==> src/include/cdsr_pkg.sv <==
// Constants and types for the serial control-register block of a CD DSP.
// Assumes a single 20 MHz system clock; all pins arrive synchronous to it.
// Operation
// - Write is data nibble then address nibble
// - Data sampled on serial clock rising edge
// - Latch pulse moves shift byte into register
// - Reset low clears every control register
// - Address 1010 holds sync and attenuator bits
// - Attenuator mode cuts audio by twelve decibels
// - Without attenuation, mute input silences audio
// - Count write presets counter from both buffers
// - Phase mode compares frame clocks /4 or /8
// - Bottom hold period is RFC/32 or /16
// - Peak hold period is RFC/4 or /2
// - Gain bit low gives quarter-duty motor drive in coarse and hold modes
// - Status shows item of last latched address
// - Addresses 1011 to 1110 select other registers
// - Tracking count starts at latch rising edge
// - Status shows complete, count, long-pulse flag
package cdsr_pkg;

  // ----------------------------------------------------------------
  // Register addresses
  // ----------------------------------------------------------------
  localparam logic [3:0] ADDR_SYNC_PROTECT_ATTEN = 4'ha;
  localparam logic [3:0] ADDR_TRACK_COUNT_LOW    = 4'hb;
  localparam logic [3:0] ADDR_TRACK_COUNT_HIGH   = 4'hc;
  localparam logic [3:0] ADDR_SPINDLE_LOOP_CTRL  = 4'hd;
  localparam logic [3:0] ADDR_SPINDLE_MODE       = 4'he;

  // ----------------------------------------------------------------
  // Field positions and reset values
  // ----------------------------------------------------------------
  localparam int          SHIFT_WIDTH          = 8;
  localparam int          SYNC_GUARD_HI_BIT    = 3;
  localparam int          SYNC_GUARD_LO_BIT    = 2;
  localparam int          WINDOW_WIDTH_BIT     = 1;
  localparam int          ATTEN_MODE_BIT       = 0;
  localparam int          SPIN_DIV_BIT         = 3;
  localparam int          SPIN_BOTTOM_BIT      = 2;
  localparam int          SPIN_PEAK_BIT        = 1;
  localparam int          SPIN_GAIN_BIT        = 0;
  localparam logic [3:0]  REG_RESET            = 4'h0;
  localparam logic [7:0]  SHIFT_RESET          = 8'h00;
  localparam logic [8:0]  COUNT_FULL           = 9'h100;
  localparam int          ATTEN_SHIFT          = 2;
  localparam int          PERIOD_WIDTH         = 16;

  // ----------------------------------------------------------------
  // Spindle mode codes
  // ----------------------------------------------------------------
  localparam logic [3:0] MODE_STOP   = 4'h0;
  localparam logic [3:0] MODE_KICK   = 4'h8;
  localparam logic [3:0] MODE_BRAKE  = 4'ha;
  localparam logic [3:0] MODE_COARSE = 4'he;
  localparam logic [3:0] MODE_HOLD   = 4'hc;
  localparam logic [3:0] MODE_PHASE  = 4'hf;
  localparam logic [3:0] MODE_AUTO   = 4'h6;

  typedef enum logic [2:0] {
    SP_STOP, SP_KICK, SP_BRAKE, SP_COARSE, SP_HOLD, SP_PHASE
  } cdsr_spin_t;

endpackage : cdsr_pkg

==> src/include/cdsr_spin_if.sv <==
// Carrier between the register block and the spindle drive logic.
// Assumes both ends sit on the same system clock.
`timescale 1ns/1ps
interface cdsr_spin_if;
  logic [3:0] loop_ctrl;
  logic [3:0] mode_code;

  modport ctrl (output loop_ctrl, output mode_code);
  modport spin (input loop_ctrl, input mode_code);
endinterface : cdsr_spin_if

==> src/hdl/cdsr_spindle.sv <==
// Spindle drive: hold strobes, phase comparator and gain gating.
// Assumes the frame clocks are slow levels synchronous to sys_clk.
`timescale 1ns/1ps
module cdsr_spindle
  import cdsr_pkg::*;
(
  input  wire logic  sys_clk,
  input  wire logic  rstn,
  cdsr_spin_if.spin  sp,
  input  wire logic  reference_frame_clock,
  input  wire logic  write_frame_clock,
  input  wire logic  coarse_drive,
  output logic       primary_motor_drive,
  output logic       primary_motor_drive_oe,
  output logic       bottom_hold_strobe,
  output logic       peak_hold_strobe,
  output logic       motor_on
);

  logic                    ref_prev_q, ref_prev_d;
  logic                    wr_prev_q, wr_prev_d;
  logic [4:0]              ref_div_q, ref_div_d;
  logic [2:0]              wr_div_q, wr_div_d;
  logic                    phase_q, phase_d;
  logic [PERIOD_WIDTH-1:0] per_cnt_q, per_cnt_d;
  logic [PERIOD_WIDTH-1:0] per_len_q, per_len_d;
  logic                    drive_q, drive_d;
  logic                    oe_q, oe_d;
  logic                    bot_q, bot_d;
  logic                    peak_q, peak_d;
  logic                    on_q, on_d;
  cdsr_spin_t              mode;
  logic                    ref_rise, wr_rise, ref_tick, wr_tick, gain_win;

  // ----------------------------------------------------------------
  // Mode decode; unlisted codes behave as stop
  // ----------------------------------------------------------------
  always_comb begin
    unique case (sp.mode_code)
      MODE_KICK:               mode = SP_KICK;
      MODE_BRAKE:              mode = SP_BRAKE;
      MODE_COARSE, MODE_AUTO:  mode = SP_COARSE;
      MODE_HOLD:               mode = SP_HOLD;
      MODE_PHASE:              mode = SP_PHASE;
      default:                 mode = SP_STOP;
    endcase
  end

  // ----------------------------------------------------------------
  // Next state
  // ----------------------------------------------------------------
  always_comb begin
    ref_rise = reference_frame_clock & ~ref_prev_q;
    wr_rise  = write_frame_clock & ~wr_prev_q;
    ref_prev_d = reference_frame_clock;
    wr_prev_d  = write_frame_clock;
    ref_div_d  = ref_rise ? ref_div_q + 5'd1 : ref_div_q;
    wr_div_d   = wr_rise ? wr_div_q + 3'd1 : wr_div_q;
    // Divide both frame clocks by four or eight
    ref_tick = ref_rise & (sp.loop_ctrl[SPIN_DIV_BIT] ?
               (&ref_div_q[2:0]) : (&ref_div_q[1:0]));
    wr_tick  = wr_rise & (sp.loop_ctrl[SPIN_DIV_BIT] ?
               (&wr_div_q[2:0]) : (&wr_div_q[1:0]));
    phase_d = ref_tick ? 1'b1 : (wr_tick ? 1'b0 : phase_q);
    bot_d = ref_rise & (sp.loop_ctrl[SPIN_BOTTOM_BIT] ?
            (&ref_div_q[3:0]) : (&ref_div_q[4:0]));
    peak_d = ref_rise & (sp.loop_ctrl[SPIN_PEAK_BIT] ?
             ref_div_q[0] : (&ref_div_q[1:0]));
    // Half-rate period is measured, so the quarter window tracks speed
    if (ref_rise && ref_div_q[0]) begin
      per_len_d = per_cnt_q;
      per_cnt_d = '0;
    end else begin
      per_len_d = per_len_q;
      per_cnt_d = (&per_cnt_q) ? per_cnt_q : per_cnt_q + 1'b1;
    end
    gain_win = sp.loop_ctrl[SPIN_GAIN_BIT] |
               (per_cnt_q < (per_len_q >> 2));
    drive_d = 1'b0;
    oe_d    = 1'b1;
    unique case (mode)
      SP_STOP, SP_BRAKE: drive_d = 1'b0;
      SP_KICK:           drive_d = 1'b1;
      SP_COARSE, SP_HOLD: begin
        drive_d = coarse_drive;
        oe_d    = gain_win;
      end
      SP_PHASE:          drive_d = phase_q;
    endcase
    on_d = (mode != SP_STOP);
  end

  always_ff @(posedge sys_clk or negedge rstn) begin
    if (!rstn) begin
      ref_prev_q <= 1'b0;
      wr_prev_q  <= 1'b0;
      ref_div_q  <= '0;
      wr_div_q   <= '0;
      phase_q    <= 1'b0;
      per_cnt_q  <= '0;
      per_len_q  <= '0;
      drive_q    <= 1'b0;
      oe_q       <= 1'b1;
      bot_q      <= 1'b0;
      peak_q     <= 1'b0;
      on_q       <= 1'b0;
    end else begin
      ref_prev_q <= ref_prev_d;
      wr_prev_q  <= wr_prev_d;
      ref_div_q  <= ref_div_d;
      wr_div_q   <= wr_div_d;
      phase_q    <= phase_d;
      per_cnt_q  <= per_cnt_d;
      per_len_q  <= per_len_d;
      drive_q    <= drive_d;
      oe_q       <= oe_d;
      bot_q      <= bot_d;
      peak_q     <= peak_d;
      on_q       <= on_d;
    end
  end

  assign primary_motor_drive    = drive_q;
  assign primary_motor_drive_oe = oe_q;
  assign bottom_hold_strobe     = bot_q;
  assign peak_hold_strobe       = peak_q;
  assign motor_on               = on_q;

endmodule : cdsr_spindle

==> src/hdl/cdsr_top.sv <==
// Serial control-register bank: shift-in, latch, tracking counter,
// status selection, audio attenuation and the spindle drive.
// Assumes every pin input is synchronous to sys_clk and that the host
// holds each serial level for at least two clock periods.
`timescale 1ns/1ps
module cdsr_top
  import cdsr_pkg::*;
(
  input  wire logic         sys_clk,
  input  wire logic         rstn,
  input  wire logic         system_reset_low,
  input  wire logic         ser_clk,
  input  wire logic         ser_data,
  input  wire logic         latch_strobe,
  input  wire logic         tracking_pulse_input,
  input  wire logic         long_pulse_flag,
  input  wire logic         mute_input,
  input  wire logic [15:0]  audio_in,
  input  wire logic         reference_frame_clock,
  input  wire logic         write_frame_clock,
  input  wire logic         coarse_drive,
  output logic              status_out,
  output logic              status_oe,
  output logic              sync_guard_select_hi,
  output logic              sync_guard_select_lo,
  output logic              window_width_select,
  output logic              attenuator_mode,
  output logic [15:0]       audio_out,
  output logic              primary_motor_drive,
  output logic              primary_motor_drive_oe,
  output logic              bottom_hold_strobe,
  output logic              peak_hold_strobe,
  output logic              motor_on
);

  import cdsr_pkg::*;

  logic [SHIFT_WIDTH-1:0] shift_q, shift_d;
  logic                   sclk_prev_q, sclk_prev_d;
  logic                   latch_prev_q, latch_prev_d;
  logic                   trk_prev_q, trk_prev_d;
  logic [3:0]             addr_q, addr_d;
  logic [3:0]             sync_q, sync_d;
  logic [3:0]             cnt_lo_q, cnt_lo_d;
  logic [3:0]             cnt_hi_q, cnt_hi_d;
  logic [3:0]             spin_ctrl_q, spin_ctrl_d;
  logic [3:0]             spin_mode_q, spin_mode_d;
  logic [8:0]             remain_q, remain_d;
  logic                   counting_q, counting_d;
  logic                   done_q, done_d;
  logic                   cnt_sig_q, cnt_sig_d;
  logic                   status_q, status_d;
  logic                   status_oe_q, status_oe_d;
  logic [15:0]            audio_q, audio_d;
  logic                   sclk_rise, latch_rise, trk_rise;
  logic [8:0]             reload;

  cdsr_spin_if spin_bus ();

  // ----------------------------------------------------------------
  // Serial capture, latch decode and tracking counter
  // ----------------------------------------------------------------
  always_comb begin
    sclk_rise  = ser_clk & ~sclk_prev_q;
    latch_rise = latch_strobe & ~latch_prev_q;
    trk_rise   = tracking_pulse_input & ~trk_prev_q;
    sclk_prev_d  = ser_clk;
    latch_prev_d = latch_strobe;
    trk_prev_d   = tracking_pulse_input;
    shift_d     = shift_q;
    addr_d      = addr_q;
    sync_d      = sync_q;
    cnt_lo_d    = cnt_lo_q;
    cnt_hi_d    = cnt_hi_q;
    spin_ctrl_d = spin_ctrl_q;
    spin_mode_d = spin_mode_q;
    remain_d    = remain_q;
    counting_d  = counting_q;
    done_d      = done_q;
    cnt_sig_d   = cnt_sig_q;
    // First bit in ends at bit 0 after eight clocks
    if (sclk_rise) begin
      shift_d = {ser_data, shift_q[SHIFT_WIDTH-1:1]};
    end
    if (latch_rise) begin
      addr_d = shift_q[7:4];
      unique case (shift_q[7:4])
        ADDR_SYNC_PROTECT_ATTEN: sync_d      = shift_q[3:0];
        ADDR_TRACK_COUNT_LOW:    cnt_lo_d    = shift_q[3:0];
        ADDR_TRACK_COUNT_HIGH:   cnt_hi_d    = shift_q[3:0];
        ADDR_SPINDLE_LOOP_CTRL:  spin_ctrl_d = shift_q[3:0];
        ADDR_SPINDLE_MODE:       spin_mode_d = shift_q[3:0];
        default: ;
      endcase
    end
    // Zero preset means a full 256 pulses
    reload = ({cnt_hi_d, cnt_lo_d} == 8'h00) ? COUNT_FULL :
             {1'b0, cnt_hi_d, cnt_lo_d};
    if (latch_rise && (shift_q[7:4] == ADDR_TRACK_COUNT_LOW ||
                       shift_q[7:4] == ADDR_TRACK_COUNT_HIGH)) begin
      remain_d   = reload;
      counting_d = 1'b1;
      done_d     = 1'b0;
      cnt_sig_d  = 1'b0;
    end else if (counting_q && trk_rise) begin
      if (remain_q == 9'd1) begin
        remain_d  = reload;
        done_d    = 1'b1;
        cnt_sig_d = ~cnt_sig_q;
      end else begin
        remain_d = remain_q - 9'd1;
      end
    end
    // System reset pin wipes every control register
    if (!system_reset_low) begin
      addr_d      = REG_RESET;
      sync_d      = REG_RESET;
      cnt_lo_d    = REG_RESET;
      cnt_hi_d    = REG_RESET;
      spin_ctrl_d = REG_RESET;
      spin_mode_d = REG_RESET;
      counting_d  = 1'b0;
      done_d      = 1'b0;
      cnt_sig_d   = 1'b0;
      remain_d    = '0;
    end
  end

  // ----------------------------------------------------------------
  // Status selection and audio path
  // ----------------------------------------------------------------
  always_comb begin
    status_d    = 1'b0;
    status_oe_d = 1'b1;
    unique case (addr_d)
      ADDR_SYNC_PROTECT_ATTEN: status_oe_d = 1'b0;
      ADDR_TRACK_COUNT_LOW:    status_d = counting_d & ~done_d;
      ADDR_TRACK_COUNT_HIGH:   status_d = cnt_sig_d;
      ADDR_SPINDLE_MODE:       status_d = long_pulse_flag;
      default:                 status_d = 1'b0;
    endcase
    // A quarter amplitude is the nearest shift to -12 dB
    if (sync_q[ATTEN_MODE_BIT]) begin
      audio_d = 16'($signed(audio_in) >>> ATTEN_SHIFT);
    end else if (mute_input) begin
      audio_d = 16'h0000;
    end else begin
      audio_d = audio_in;
    end
  end

  always_ff @(posedge sys_clk or negedge rstn) begin
    if (!rstn) begin
      shift_q      <= SHIFT_RESET;
      sclk_prev_q  <= 1'b0;
      latch_prev_q <= 1'b1;
      trk_prev_q   <= 1'b0;
      addr_q       <= REG_RESET;
      sync_q       <= REG_RESET;
      cnt_lo_q     <= REG_RESET;
      cnt_hi_q     <= REG_RESET;
      spin_ctrl_q  <= REG_RESET;
      spin_mode_q  <= REG_RESET;
      remain_q     <= '0;
      counting_q   <= 1'b0;
      done_q       <= 1'b0;
      cnt_sig_q    <= 1'b0;
      status_q     <= 1'b0;
      status_oe_q  <= 1'b1;
      audio_q      <= 16'h0000;
    end else begin
      shift_q      <= shift_d;
      sclk_prev_q  <= sclk_prev_d;
      latch_prev_q <= latch_prev_d;
      trk_prev_q   <= trk_prev_d;
      addr_q       <= addr_d;
      sync_q       <= sync_d;
      cnt_lo_q     <= cnt_lo_d;
      cnt_hi_q     <= cnt_hi_d;
      spin_ctrl_q  <= spin_ctrl_d;
      spin_mode_q  <= spin_mode_d;
      remain_q     <= remain_d;
      counting_q   <= counting_d;
      done_q       <= done_d;
      cnt_sig_q    <= cnt_sig_d;
      status_q     <= status_d;
      status_oe_q  <= status_oe_d;
      audio_q      <= audio_d;
    end
  end

  // ----------------------------------------------------------------
  // Outputs and spindle drive
  // ----------------------------------------------------------------
  assign status_out           = status_q;
  assign status_oe            = status_oe_q;
  assign sync_guard_select_hi = sync_q[SYNC_GUARD_HI_BIT];
  assign sync_guard_select_lo = sync_q[SYNC_GUARD_LO_BIT];
  assign window_width_select  = sync_q[WINDOW_WIDTH_BIT];
  assign attenuator_mode      = sync_q[ATTEN_MODE_BIT];
  assign audio_out            = audio_q;
  assign spin_bus.loop_ctrl   = spin_ctrl_q;
  assign spin_bus.mode_code   = spin_mode_q;

  cdsr_spindle u_spindle (
    .sys_clk                (sys_clk),
    .rstn                   (rstn),
    .sp                     (spin_bus.spin),
    .reference_frame_clock  (reference_frame_clock),
    .write_frame_clock      (write_frame_clock),
    .coarse_drive           (coarse_drive),
    .primary_motor_drive    (primary_motor_drive),
    .primary_motor_drive_oe (primary_motor_drive_oe),
    .bottom_hold_strobe     (bottom_hold_strobe),
    .peak_hold_strobe       (peak_hold_strobe),
    .motor_on               (motor_on)
  );

endmodule : cdsr_top

==> config.mk <==
export PLATFORM = sky130hd
export DESIGN_NAME = cdsr_top
export DESIGN_NICKNAME = d
export VERILOG_FILES = /design/src/include/cdsr_pkg.sv /design/src/include/cdsr_spin_if.sv /design/src/hdl/cdsr_spindle.sv /design/src/hdl/cdsr_top.sv
export SDC_FILE = /design/constraint.sdc
export NUM_CORES = 1
export LEC_CHECK = 0
export ABC_AREA = 1
export BUFFER_PORTS_ARGS = -buffer_cell sky130_fd_sc_hd__buf_2
export CAP_MARGIN = 20
export CELL_PAD_IN_SITES_DETAIL_PLACEMENT = 0
export CELL_PAD_IN_SITES_GLOBAL_PLACEMENT = 1
export CORE_ASPECT_RATIO = 1.2
export CORE_MARGIN = 2
export CORE_UTILIZATION = 48
export DETAILED_ROUTE_END_ITERATION = 7
export PLACE_DENSITY = 0.83
export RECOVER_POWER = 25
export SLEW_MARGIN = 5
export SYNTH_ARGS = -nofsm -noshare
export SYNTH_HDL_FRONTEND = slang
export SYNTH_SLANG_ARGS = --single-unit
==> constraint.sdc <==
create_clock -name sys_clk -period 4.62 [get_ports sys_clk]
set_input_delay 0.462 -clock sys_clk [delete_from_list [all_inputs] [get_ports sys_clk]]
set_output_delay 0.462 -clock sys_clk [all_outputs]
set_load 0.005 [all_outputs]
# Word level (Yosys, flattened, before mapping)
# Index checks and enable logic that the tools add are counted.
[word_totals]
register_bits = 113
in_bits = 28
word_cells = 147
[op_classes]
addsub = 4
magnitude_cmp = 1
n_eq_ne = 27
muxes = 47
bitwise_logic = 18
n_reduce_logical = 21
[op_table]
columns = ["op", "count"]
rows = [
  ["$mux W4", 17],
  ["$mux W16", 4],
  ["$eq A4 B4 Y1 const B", 14],
  ["$mux W9", 5],
  ["$mux W1", 18],
  ["$add A16 B1 Y16 const B", 1],
  ["$lt A16 B14 Y1", 1],
  ["$reduce_and A16 Y1", 1],
  ["$pmux W3 S5", 1],
  ["$and A1 B1 Y1", 10],
  ["$ne A2 B1 Y1 const B", 5],
  ["$reduce_and A2 Y1", 5],
  ["$eq A9 B1 Y1 const B", 1],
  ["$sub A9 B1 Y9 const B", 1],
  ["$logic_not A8 Y1", 1],
  ["$not A1 Y1", 7],
  ["$eq A3 B2 Y1 const B", 2],
  ["$eq A3 B3 Y1 const B", 2],
  ["$reduce_and A3 Y1", 2],
  ["$reduce_or A2 Y1", 3],
  ["$add A5 B1 Y5 const B", 1],
  ["$reduce_and A5 Y1", 1],
  ["$eq A4 B3 Y1 const B", 1],
  ["$pmux W1 S4", 1],
  ["other kinds (11)", 13],
]

# Logic depth before layout (Yosys ltp)
# Gate-level depths: netlist of run 1.
[logic_depth]
word_depth = 9
mapped_depth = 12
ltp_nobuf = 12

# Modules after synthesis
# Synthesis of run 1 repeated with hierarchy kept, for this count alone.
[unflattened]
hier_cells = 645
hier_area_um2 = 5477.8
[by_module_without_submodules]
columns = ["mod", "n_inst", "cells_per_inst", "area_per_inst_um2", "seq_area_each_um2"]
rows = [
  ["cdsr_top", 1, 337, 2901.5, 1629.1],
  ["cdsr_spindle", 1, 308, 2576.2, 1152.4],
]

# Worst setup path after synthesis of run 1
# Ideal clock, no wire load.
[synth_path]
kind = "register to register"
start = "register latch_prev_q"
end = "register remain_q[7]"
setup_time_ns = 0.122
t_arrival_ns = 1.330
path_slack_ns = 3.168
path_stages_with_launch = 11
n_path_buf = 1
synth_period_minus_slack_ns = 1.452
cell_sequence = "dfstp_2 > inv_2 > nand2_4 > nor2_4 > nand2_4 > nand2_4 > nor2_4 > buf_6 > nand2_1 > o211ai_2 > nand2_1"
[synth_via]
elab_chain_cells = 9
[synth_lines]
columns = ["item", "line", "rtl"]
rows = [
  ["start: declaration", "cdsr_top.sv:40", "logic latch_prev_q, latch_prev_d;"],
  ["start signal: assignment", "cdsr_top.sv:174", "latch_prev_q <= latch_prev_d;"],
  ["$not A1 Y1 *", "cdsr_top.sv:65", "latch_rise = latch_strobe & ~latch_prev_q;"],
  ["$and A1 B1 Y1 *", "cdsr_top.sv:65", ""],
  ["$mux W4", "cdsr_top.sv:85", "if (latch_rise) begin"],
  ["$logic_not A8 Y1", "cdsr_top.sv:97", "reload = ({cnt_hi_d, cnt_lo_d} == 8'h00) ? COUNT_FULL :"],
  ["$mux W9", "cdsr_top.sv:97", ""],
  ["$mux W9", "cdsr_top.sv:106", "if (remain_q == 9'd1) begin"],
  ["$mux W9", "cdsr_top.sv:105", "end else if (counting_q && trk_rise) begin"],
  ["$mux W9", "cdsr_top.sv:99", "if (latch_rise && (shift_q[7:4] == ADDR_TRACK_COUNT_LOW ||"],
  ["$mux W9", "cdsr_top.sv:115", "if (!system_reset_low) begin"],
  ["end signal: assignment", "cdsr_top.sv:182", "remain_q <= remain_d;"],
  ["end: declaration", "cdsr_top.sv:48", "logic [8:0] remain_q, remain_d;"],
]
# Mark *: on every way between the ends. The rest lies on a longest branch, timed or not. The select of a mux whose other input is x is not followed.
# A chain may end at the register's enable or synchronous reset.

# Final worst setup path of run 1
[layout_path]
start = "register latch_prev_q"
end = "register remain_q[3]"
# Same word-level chain as after synthesis.

==> impl_metrics.py, run 1 <==
metrics = {
    "outcome": {
        "status": "completed",
    },
    "placed_design": {
        "gp_congestion": 0.845,
        "place_inst": 797,
        "place_area_um2": 5790,
        "io_buffer_count": 54,
        "dp_hpwl_um": 8270,
    },
    "synthesis": {
        "synth_top_cell_area_share_pct": 50.0,
        "synthCells": 622,
        "synth_area_per_cell_um2": 8.69,
        "synthSimpleGateAreaFrac_pct": 21.7,
        "synth.area.mux_share_pct": 0.417,
        "synth_warnings": 0,
        "synth-compound-area-share_pct": 12.0,
        "synth-seq-cells": 111,
        "synthArstFlopShare_pct": 100,
        "netlist_area_um2": 5400,
        "synth_area_leaders": "dfrtp_1, nand2_1, inv_1, o21ai_0, ha_1",
        "synth_cell_types": 43,
        "yosys.area_share.adder_pct": 4.86,
        "syn_nets": 671,
        "synth_enable_flop_cells": 0,
        "synthXorXnorAreaFrac_pct": 1.78,
        "synth_top_family_by_area": "simple AND/OR/NAND/NOR gates",
        "seq_area_frac_synth_pct": 51.5,
        "ys_dominant_reg_cell": "dfrtp_1",
        "synth_area_leader_cell": "dfrtp_1",
    },
    "pwr": {
        "power_density_nw_per_um2": 455,
        "p_leak_uw": 0.00309,
        "irDropWorstVdd_mv": 0.248,
        "power_uw": 2790,
    },
    "finish": {
        "final_area_um2": 6130,
        "final_cells": 814,
        "nNetsFinal": 726,
        "synthToLayoutAreaGrowth_pct": 13.4,
        "final_layout_size_suffix_gt1_share_pct": 15.2,
        "diodes": 0,
        "fin_util_pct": 55.8,
    },
    "worst_setup_path": {
        "worst-path-max-fanout": 11,
        "crit_required_ns": 4.85,
        "crit_chain": "inv_2 > nand2_4 > nor2_4 > nand2_4 > nand2_4 > nor2_4 > inv_2 > o21ai_0 > o22ai_1",
        "cp-end-kind": "flip-flop",
        "crit_slowest_cell": "dfstp_2",
        "cp.arrival_ns": 1.95,
        "critPathKind": "reg2reg",
        "cp_common_cell": "nand2_4",
        "critPathMaxStageDelay_ns": 0.57,
        "start_kind": "flip-flop",
    },
    "clocking": {
        "path_clk_slew_ns": 0.07,
        "cts_buffers": 9,
        "h-tree-depth": 3,
        "cts_setup_buffers": 0,
        "cts_max_path_buffers": 2,
        "clockRootBuffer": "clkbuf_16",
        "clkSinkCount": 111,
        "ctsResizeCount": 0,
        "clock_latency_ns": 0.34,
        "hold_buffers": 0,
        "cts_tree": "done",
    },
    "routing": {
        "drc": 0,
        "wire_per_inst_um": 13.9,
        "drtIter0Drc": 143,
        "vias": 4167,
        "postRouteAntennaNets": 0,
        "dr.pass1.iters": 4,
        "routed_wl_um": 11300,
        "via_per_inst": 5.12,
    },
    "sta": {
        "max_freq_mhz": 581,
        "setup_tns_ns": 0,
        "drv_slew": 0,
        "final.setup_skew_ns": 0.00521,
        "hold_viol_final": 0,
        "finalCriticalPeriod_ns": 1.72,
        "min_period_over_period_pct": 37.3,
        "slew-limit-headroom_pct": 46.8,
        "finalSetupViolCount": 0,
        "rsz0062_at_grt": "false",
        "tightest_slew_ns": 0.798,
    },
    "global_routing": {
        "grt_max_degree": 63,
        "grt_first_pass_wirelength_um": 19200,
        "grt_pass1_vias": 4105,
        "antenna_found_initial": 0,
        "grt_overflow": 0,
        "grt_use_total_pct": 19.9,
    },
    "die": {
        "die_h_um": 120,
        "die_w_um": 101,
        "core.rowCount": 42,
        "initial_utilization_pct": 49.2,
        "ioPinCount": 55,
        "die_area_um2": 12100,
        "core_um2": 11000,
    },
    "flow_run": {
        "maxCapViolations": 0,
    },
    "worst_hold_path": {
        "min_path_type": "in2async",
    },
}
## sequential cells by signal, summed over array words and instances (netlist names), 3 cells and up
register and flops:
addr_q 4, audio_out 16, cnt_hi_q 4, cnt_lo_q 4, remain_q 9, shift_q 8, spin_bus.loop_ctrl 4, spin_bus.mode_code 4
sync_q 4, u_spindle.per_cnt_q 16, u_spindle.per_len_q 14, u_spindle.ref_div_q 5, u_spindle.wr_div_q 3
## power by group
group          total, µW  switching [µW]  leakage (µW)  internal (µW)
registers           1260             128       0.00145           1130
logic                707             429       0.00150            278
clock network        820             345      0.000142            476
total               2790             902       0.00309           1890
## cell families after synthesis
| logic type | after synthesis |
|---|---|
| flip-flops | 111 |
| buffers and inverters | 107 |
| multiplexers | 2 |
| XOR/XNOR | 11 |
| AND/OR/NAND/NOR | 254 |
| AO/OA/AOI/OAI | 116 |
| adder cells (fa/ha/maj) | 21 |
## cells in the final DEF, fill, tap and decap left out, types with 11 or more instances in the layout
master   count
nor3_1      11
a21oi_1     16
o21ai_0     55
inv_1       91
o22ai_1     15
ha_1        21
nand3_1     29
dfrtp_1    108
nor2_1      48
nand2_1    133
buf_2       50
## cell type report
class | count | area, µm²
repair buffers | 56 | 304
well taps | 132 | 165
inverters | 95 | 359
clock inverters | 5 | 82.6
clock buffers | 11 | 233
multi-input cells | 404 | 2200
flip-flops and latches | 111 | 2780
fillers | 1041 | 4860
## metal layers
layer | global-route usage [%] | wire length (µm) | up-vias
li1 | - | - | 2130
met2 | 33.4 | 5710 | 50
met1 | 25.7 | 5060 | 1973
met4 | 8.90 | 270 | 0
met3 | 2.66 | 263 | 14
met5 | 0 | 0 | -
## worst paths after layout
| check | start | to | slack, ns | cells after the start |
|---|---|---|---|---|
| max | latch_prev_q | remain_q[3] | 2.90 | 9 |
| min | rstn | u_spindle.bottom_hold_strobe | 0.19 | 1 |
| max reg2reg | latch_prev_q | remain_q[3] | 2.90 | 9 |
| min reg2reg | spin_bus.loop_ctrl[0] | u_spindle.primary_motor_drive_oe | 0.47 | 2 |
| max in group asynchronous | rstn | audio_out[6] | 3.30 | 2 |
| min in group sys_clk | ser_clk | sclk_prev_q | 0.23 | 1 |
## synthesized netlist by cell type, drive strengths merged, types with 2 or more instances
cell type,instances
nand3,30
nor3,14
dfstp,3
a31oi,7
o211ai,5
or2,2
o21ai,65
mux2,2
ha,21
xnor2,3
buf,3
o22ai,15
inv,95
a211oi,3
nand4,6
a21oi,17
clkbuf,9
dfrtp,108
nand2,141
xor2,8
nor2,59
## worst max-delay path, delay by kind of cell, from the launching register on
| kind | cells | cell delay, ns |
|---|---|---|
| DFF | 1 | 0.57 |
| and+or+nand+nor | 5 | 0.61 |
| buffers and inverters | 2 | 0.18 |
| AOI/OAI and AO/OA | 2 | 0.25 |
## per-stage QoR
stage               setup slack (ns)  hold slack, ns
floorplan                       3.17           0.166
global placement                2.08           0.461
detailed placement              2.04           0.460
CTS                             2.24           0.224
global route                    2.74           0.224
finish                          2.90           0.187
(Power assumes the default switching activity.)
==> run 2, diff against run 1 <==
- ABC_AREA: 1 -> 0
- CORE_UTILIZATION: 48 -> 42
- PLACE_DENSITY: 0.83 -> 0.75
- clock period: 4.62 -> 1.53 ns (I/O delays scaled with it)
==> impl_metrics.py, run 2 <==
metrics = {
    "sta": {
        "finalCriticalPeriod_ns": 2.13,
        "setup_tns_ns": -6.76,
        "final.setup_skew_ns": 0.0103,
        "hold_viol_final": 0,
        "tightest_slew_ns": 0.642,
        "rsz0062_at_grt": "true",
        "min_period_over_period_pct": 139,
        "drv_slew": 0,
        "slew-limit-headroom_pct": 57.2,
        "timing.final.ws_setup_ns": -0.599,
        "finalSetupViolCount": 26,
        "max_freq_mhz": 470,
    },
    "pwr": {
        "irDropWorstVdd_mv": 0.927,
        "p_leak_uw": 0.00356,
        "power_uw": 9000,
        "power_density_nw_per_um2": 1210,
    },
    "worst_setup_path": {
        "cp-end-kind": "flip-flop",
        "crit_required_ns": 1.81,
        "critPathMaxStageDelay_ns": 0.49,
        "worst-path-max-fanout": 2,
        "crit_slowest_cell": "or4_4",
        "start_kind": "flip-flop",
        "critPathKind": "reg2reg",
        "cp.arrival_ns": 2.41,
        "crit_chain": "inv_2 > ha_4 > or4b_4 > or4_4 > a211oi_2 > mux2i_1 > o22ai_1",
    },
    "routing": {
        "wire_per_inst_um": 15.8,
        "via_per_inst": 5.21,
        "drc": 0,
        "dr.pass1.iters": 4,
        "vias": 4339,
        "drtIter0Drc": 174,
        "postRouteAntennaNets": 0,
        "routed_wl_um": 13200,
    },
    "die": {
        "core.rowCount": 44,
        "die_h_um": 127,
        "die_w_um": 106,
        "ioPinCount": 55,
        "die_area_um2": 13500,
        "core_um2": 12200,
        "initial_utilization_pct": 43.3,
    },
    "synthesis": {
        "netlist_top_cells_count": "dfrtp_1, nand2_1, nor2_1, inv_1, mux2i_1",
        "syn_nets": 555,
        "synth_cell_types": 52,
        "synth_most_common_cell": "dfrtp_1",
        "netlist_area_um2": 5270,
        "synth_area_leaders": "dfrtp_1, mux2i_1, ha_1, nand2_1, nor2_1",
        "synth_area_leader_cell": "dfrtp_1",
        "synth_warnings": 0,
        "seq_area_frac_synth_pct": 52.8,
        "synthCells": 506,
        "synth-seq-cells": 111,
        "synth_top_cell_area_share_pct": 51.3,
        "synth_enable_flop_cells": 0,
        "ys_dominant_reg_cell": "dfrtp_1",
        "synthArstFlopShare_pct": 100,
        "synth_area_per_cell_um2": 10.4,
    },
    "finish": {
        "nNetsFinal": 716,
        "final_area_um2": 7430,
        "fillers": 960,
        "layout_common_cells": "dfrtp_1, buf_4, nand2_1",
        "final_common_cell": "dfrtp_1",
        "diodes": 0,
        "final_layout_size_suffix_gt1_share_pct": 38.5,
        "synthToLayoutAreaGrowth_pct": 41.1,
    },
    "flow_run": {
        "maxCapViolations": 0,
    },
    "global_routing": {
        "grt_first_pass_wirelength_um": 21500,
        "grt_overflow": 0,
        "grt_max_degree": 42,
        "grt_pass1_vias": 4493,
        "antenna_found_initial": 0,
        "grt_use_total_pct": 20.1,
    },
    "placed_design": {
        "io_buffer_count": 54,
        "gp_congestion": 0.840,
        "place_area_um2": 6420,
        "dp_hpwl_um": 8670,
    },
    "outcome": {
        "status": "complete, but fails checks",
        "violations": "setup timing",
    },
    "clocking": {
        "cts_tree": "done",
        "cts_max_path_buffers": 2,
        "clock_latency_ns": 0.36,
        "clockRootBuffer": "clkbuf_16",
        "path_clk_slew_ns": 0.07,
        "clkSinkCount": 111,
        "cts_buffers": 9,
        "h-tree-depth": 3,
    },
    "worst_hold_path": {
        "min_path_type": "in2reg",
    },
}
==> run 2: changes by cell type in the layout (fill, tap and decap cells not counted), sizes merged, moves of 9 or more <==
cell,previous run,this run
nor2,59,50
a22o,0,17
buf,53,154
inv,95,35
mux2,2,15
nand2,141,55
mux2i,0,30
o22ai,15,6
o21ai,65,26
nand3,30,13
==> run 2: final timing paths <==
kind / slack, ns / end / startpoint / depth (start not counted)
worst max-delay path: -0.60 / status_out / remain_q[1] / 7
min in group asynchronous: 0.34 / cnt_sig_q / rstn / 2
worst min register to register: 0.48 / u_spindle.per_len_q[2] / u_spindle.per_len_q[2] / 2
max in group asynchronous: 0.18 / u_spindle.primary_motor_drive_oe / rstn / 3
worst min-delay path: 0.01 / audio_out[1] / audio_in[1] / 2
worst max register to register: -0.60 / status_out / remain_q[1] / 7
==> run 2: what timing repair did <==
item	4_1_cts	5_1_grt
buffers inserted	15	12
hold endpoints to repair	27	0
setup endpoints to repair	35	42
pin swaps	18	21
hold buffers	6	0
resized for setup	68	44
==> run 2: power by group <==
| group | switching (µW) | leakage (µW) | internal (µW) |
|---|---|---|---|
| combinational | 1470 | 0.00194 | 1470 |
| sequential | 287 | 0.00147 | 3340 |
| clock | 1110 | 0.000154 | 1330 |
==> run 2: area by class of cell <==
cell class | instances | area [µm²] | area share [%]
Clock inverter | 6 | 68.8 | 0.926
Multi-Input combinational cell | 343 | 2770 | 37.3
Clock buffer | 10 | 239 | 3.22
Inverter | 34 | 128 | 1.72
Timing Repair Buffer | 168 | 1240 | 16.8
Tap cell | 161 | 201 | 2.71
Sequential cell | 111 | 2780 | 37.4
==> run 2: logic make-up (layout without fill, tap and decap cells) <==
logic type               after synthesis  count (layout)  synth area share [%]
AND/OR/NAND/NOR                      178             178                  16.5
flip-flops                           111             111                  52.8
AO/OA/AOI/OAI                         87              87                  11.1
buffers and inverters                 52             218                  3.75
multiplexers                          45              45                  8.91
adder cells (fa/ha/maj)               21              21                  4.99
XOR/XNOR                              12              12                  2.00
==> run 2: worst max-delay path, delay by kind of cell, from the launching register on <==
kind                     cells  cell delay [ns]
AND/OR/NAND/NOR              2             0.97
multiplexers                 1             0.10
buffers and inverters        1             0.08
adder cells (fa/ha/maj)      1             0.12
flip-flops                   1             0.40
AO/OA/AOI/OAI                2             0.38
==> run 2: per-layer routing <==
metal	vias up	track usage [%]	routed length (µm)
met1	2153	23.2	5310
met4	0	9.37	384
met2	56	36.2	7210
met3	28	3.08	259
li1	2102	-	-
met5	-	0	0
==> run 2: metrics by stage <==
stage / std cells / hold WS [ns] / setup slack [ns] / utilization [%]
after floorplan: 506 / -0.143 / -0.496 / -
after global placement: 792 / 0.0790 / -0.567 / 52.8
after detailed placement: 792 / 0.0856 / -0.633 / 52.8
after CTS: 824 / 0.00658 / -0.605 / 59.1
after global routing: 833 / 0.00945 / -0.652 / 61.1
final: 833 / 0.0136 / -0.599 / 61.1
==> run 3, diff against run 2 <==
- CORE_ASPECT_RATIO: 1.2 -> 1.4
==> impl_metrics.py, run 3 (same netlist as run 2, synthesis figures left out) <==
metrics = {
    "sta": {
        "drv_slew": 0,
        "min_period_over_period_pct": 142,
        "hold_viol_final": 0,
        "finalCriticalPeriod_ns": 2.17,
        "max_freq_mhz": 460,
        "rsz0062_at_grt": "true",
        "finalSetupViolCount": 25,
        "holdWs_ns": 0.0185,
        "slew-limit-headroom_pct": 55.7,
        "timing.final.ws_setup_ns": -0.645,
        "tightest_slew_ns": 0.664,
        "final.setup_skew_ns": 0.00714,
    },
    "pwr": {
        "internal-power_uw": 6290,
        "combPwrFrac_pct": 31.9,
        "switchingPower_uw": 2750,
        "power_density_nw_per_um2": 1230,
        "p_leak_uw": 0.00351,
        "p_clk_share_pct": 28.1,
        "power_uw": 9040,
        "irDropWorstVdd_mv": 0.817,
        "power.share.sequential_pct": 40.1,
        "p_sw_share_pct": 30.4,
    },
    "worst_setup_path": {
        "crit_buf_inv": 1,
        "worstSetupStartpoint": "remain_q[1]",
        "critPathKind": "reg2reg",
        "cp.arrival_ns": 2.44,
        "crit_chain": "inv_2 > ha_4 > or4b_4 > or4_4 > a211oi_4 > mux2i_1 > o22ai_1",
        "crit_slowest_cell": "or4_4",
        "critPathMaxStageDelay_ns": 0.51,
        "start_kind": "flip-flop",
        "crit_required_ns": 1.80,
        "cp_top_family": "simple AND/OR/NAND/NOR gates",
        "worst-path-max-fanout": 2,
        "r2r_start": "remain_q[1]",
        "cp-end-kind": "flip-flop",
    },
    "global_routing": {
        "grt_pass1_vias": 4278,
        "grt_first_pass_wirelength_um": 20500,
        "grt_max_degree": 45,
        "grt_overflow": 0,
        "grt_use_total_pct": 19.1,
        "antenna_found_initial": 0,
    },
    "routing": {
        "highest_layer": "met4",
        "met3_length_um": 236,
        "dr.pass1.iters": 4,
        "via_per_inst": 5.25,
        "drc": 0,
        "wire_per_inst_um": 15.8,
        "vias": 4267,
        "wl_met2_um": 7190,
        "wl_met1_um": 5080,
        "drtIter0Drc": 146,
        "postRouteAntennaNets": 0,
        "routed_wl_um": 12900,
    },
    "placed_design": {
        "dp_hpwl_um": 8960,
        "io_buffer_count": 54,
        "place_area_um2": 6370,
        "gp_congestion": 0.834,
    },
    "worst_hold_path": {
        "min-delay-start": "mute_input",
        "min_path_type": "in2reg",
    },
    "clocking": {
        "cts_max_path_buffers": 2,
        "cts_buffers": 9,
        "clockRootBuffer": "clkbuf_16",
        "cts_tree": "done",
        "h-tree-depth": 3,
        "clkSinkCount": 111,
        "clock_latency_ns": 0.35,
        "path_clk_slew_ns": 0.07,
    },
    "finish": {
        "diodes": 0,
        "synthToLayoutAreaGrowth_pct": 39.4,
        "nNetsFinal": 707,
        "final_layout_size_suffix_gt1_share_pct": 37.9,
        "layout_common_cells": "dfrtp_1, buf_4, nand2_1",
        "final_area_um2": 7340,
        "final_common_cell": "dfrtp_1",
    },
    "die": {
        "die_h_um": 137,
        "ioPinCount": 55,
        "die_area_um2": 13500,
        "initial_utilization_pct": 42.8,
        "core.rowCount": 48,
        "die_w_um": 98.7,
        "core_um2": 12300,
    },
    "flow_run": {
        "maxCapViolations": 0,
    },
    "outcome": {
        "violations": "setup timing",
        "status": "complete, but fails checks",
    },
}
## run 3: cell count changes in the layout (fill, tap and decap cells not counted), sizes merged
| cell | delta |
|---|---|
| clkinv | -3 |
| clkbuf | +1 |
| buf | -6 |
| bufinv | +1 |
| dlygate4sd3 | -1 |
| inv | -1 |
## run 3: what timing repair did
action | CTS | global route
setup endpoints to repair | 32 | 43
endpoints found under the hold margin | 28 | 0
resized for setup | 55 | 51
hold buffers | 5 | 0
pin swaps | 11 | 26
setup buffers | 9 | 13
## run 3: stage by stage
step                      util (%)  TNS (ns)  std cells  setup WS, ns
final                         59.7     -6.95        813        -0.645
after global routing          59.7     -9.15        813        -0.702
after CTS                     57.4     -5.94        804        -0.574
after detailed placement      51.7     -7.23        776        -0.624
after global placement        51.7     -6.05        776        -0.522
after floorplan                  -     -3.77        506        -0.496
## run 3: power groups by stage
| stage | combinational (µW) | sequential [µW] | clock, µW |
|---|---|---|---|
| after floorplan | 1380 | 3660 | 0 |
| after global placement | 2290 | 3620 | 0 |
| after detailed placement | 2390 | 3640 | 0 |
| after CTS | 2660 | 3600 | 2610 |
| after global routing | 3190 | 3670 | 2700 |
| final | 2880 | 3620 | 2540 |
## run 3: area by class of cell
cell class              count  area [µm²]
fillers                  1049        4970
inverters                  34         128
clock inverters             3        65.1
well taps                 150         188
repair buffers            159        1170
multi-input cells         343        2760
clock buffers              13         260
flip-flops and latches    111        2780
## run 3: worst reg2reg max path, stage by stage, from the launching register on
cell and delay, ns:
dfrtp_1 0.41, inv_2 0.10, ha_4 0.12, or4b_4 0.47
or4_4 0.51, a211oi_4 0.23, mux2i_1 0.09, o22ai_1 0.17
## run 3: per-layer routing
metal | vias up | global-route usage [%]
li1 | 2068 | -
met3 | 25 | 2.71
met4 | 0 | 6.70
met1 | 2122 | 21.5
met5 | - | 0
met2 | 52 | 36.7
## run 3: final timing paths
path | endpoint | cells after the start | slack (ns)
worst min register to register | u_spindle.ref_div_q[3] | 1 | 0.47
worst max register to register | status_out | 7 | -0.64
max in group asynchronous | u_spindle.primary_motor_drive_oe | 3 | 0.32
worst min-delay path | audio_out[15] | 2 | 0.02
worst max-delay path | status_out | 7 | -0.64
min in group asynchronous | shift_q[7] | 2 | 0.37
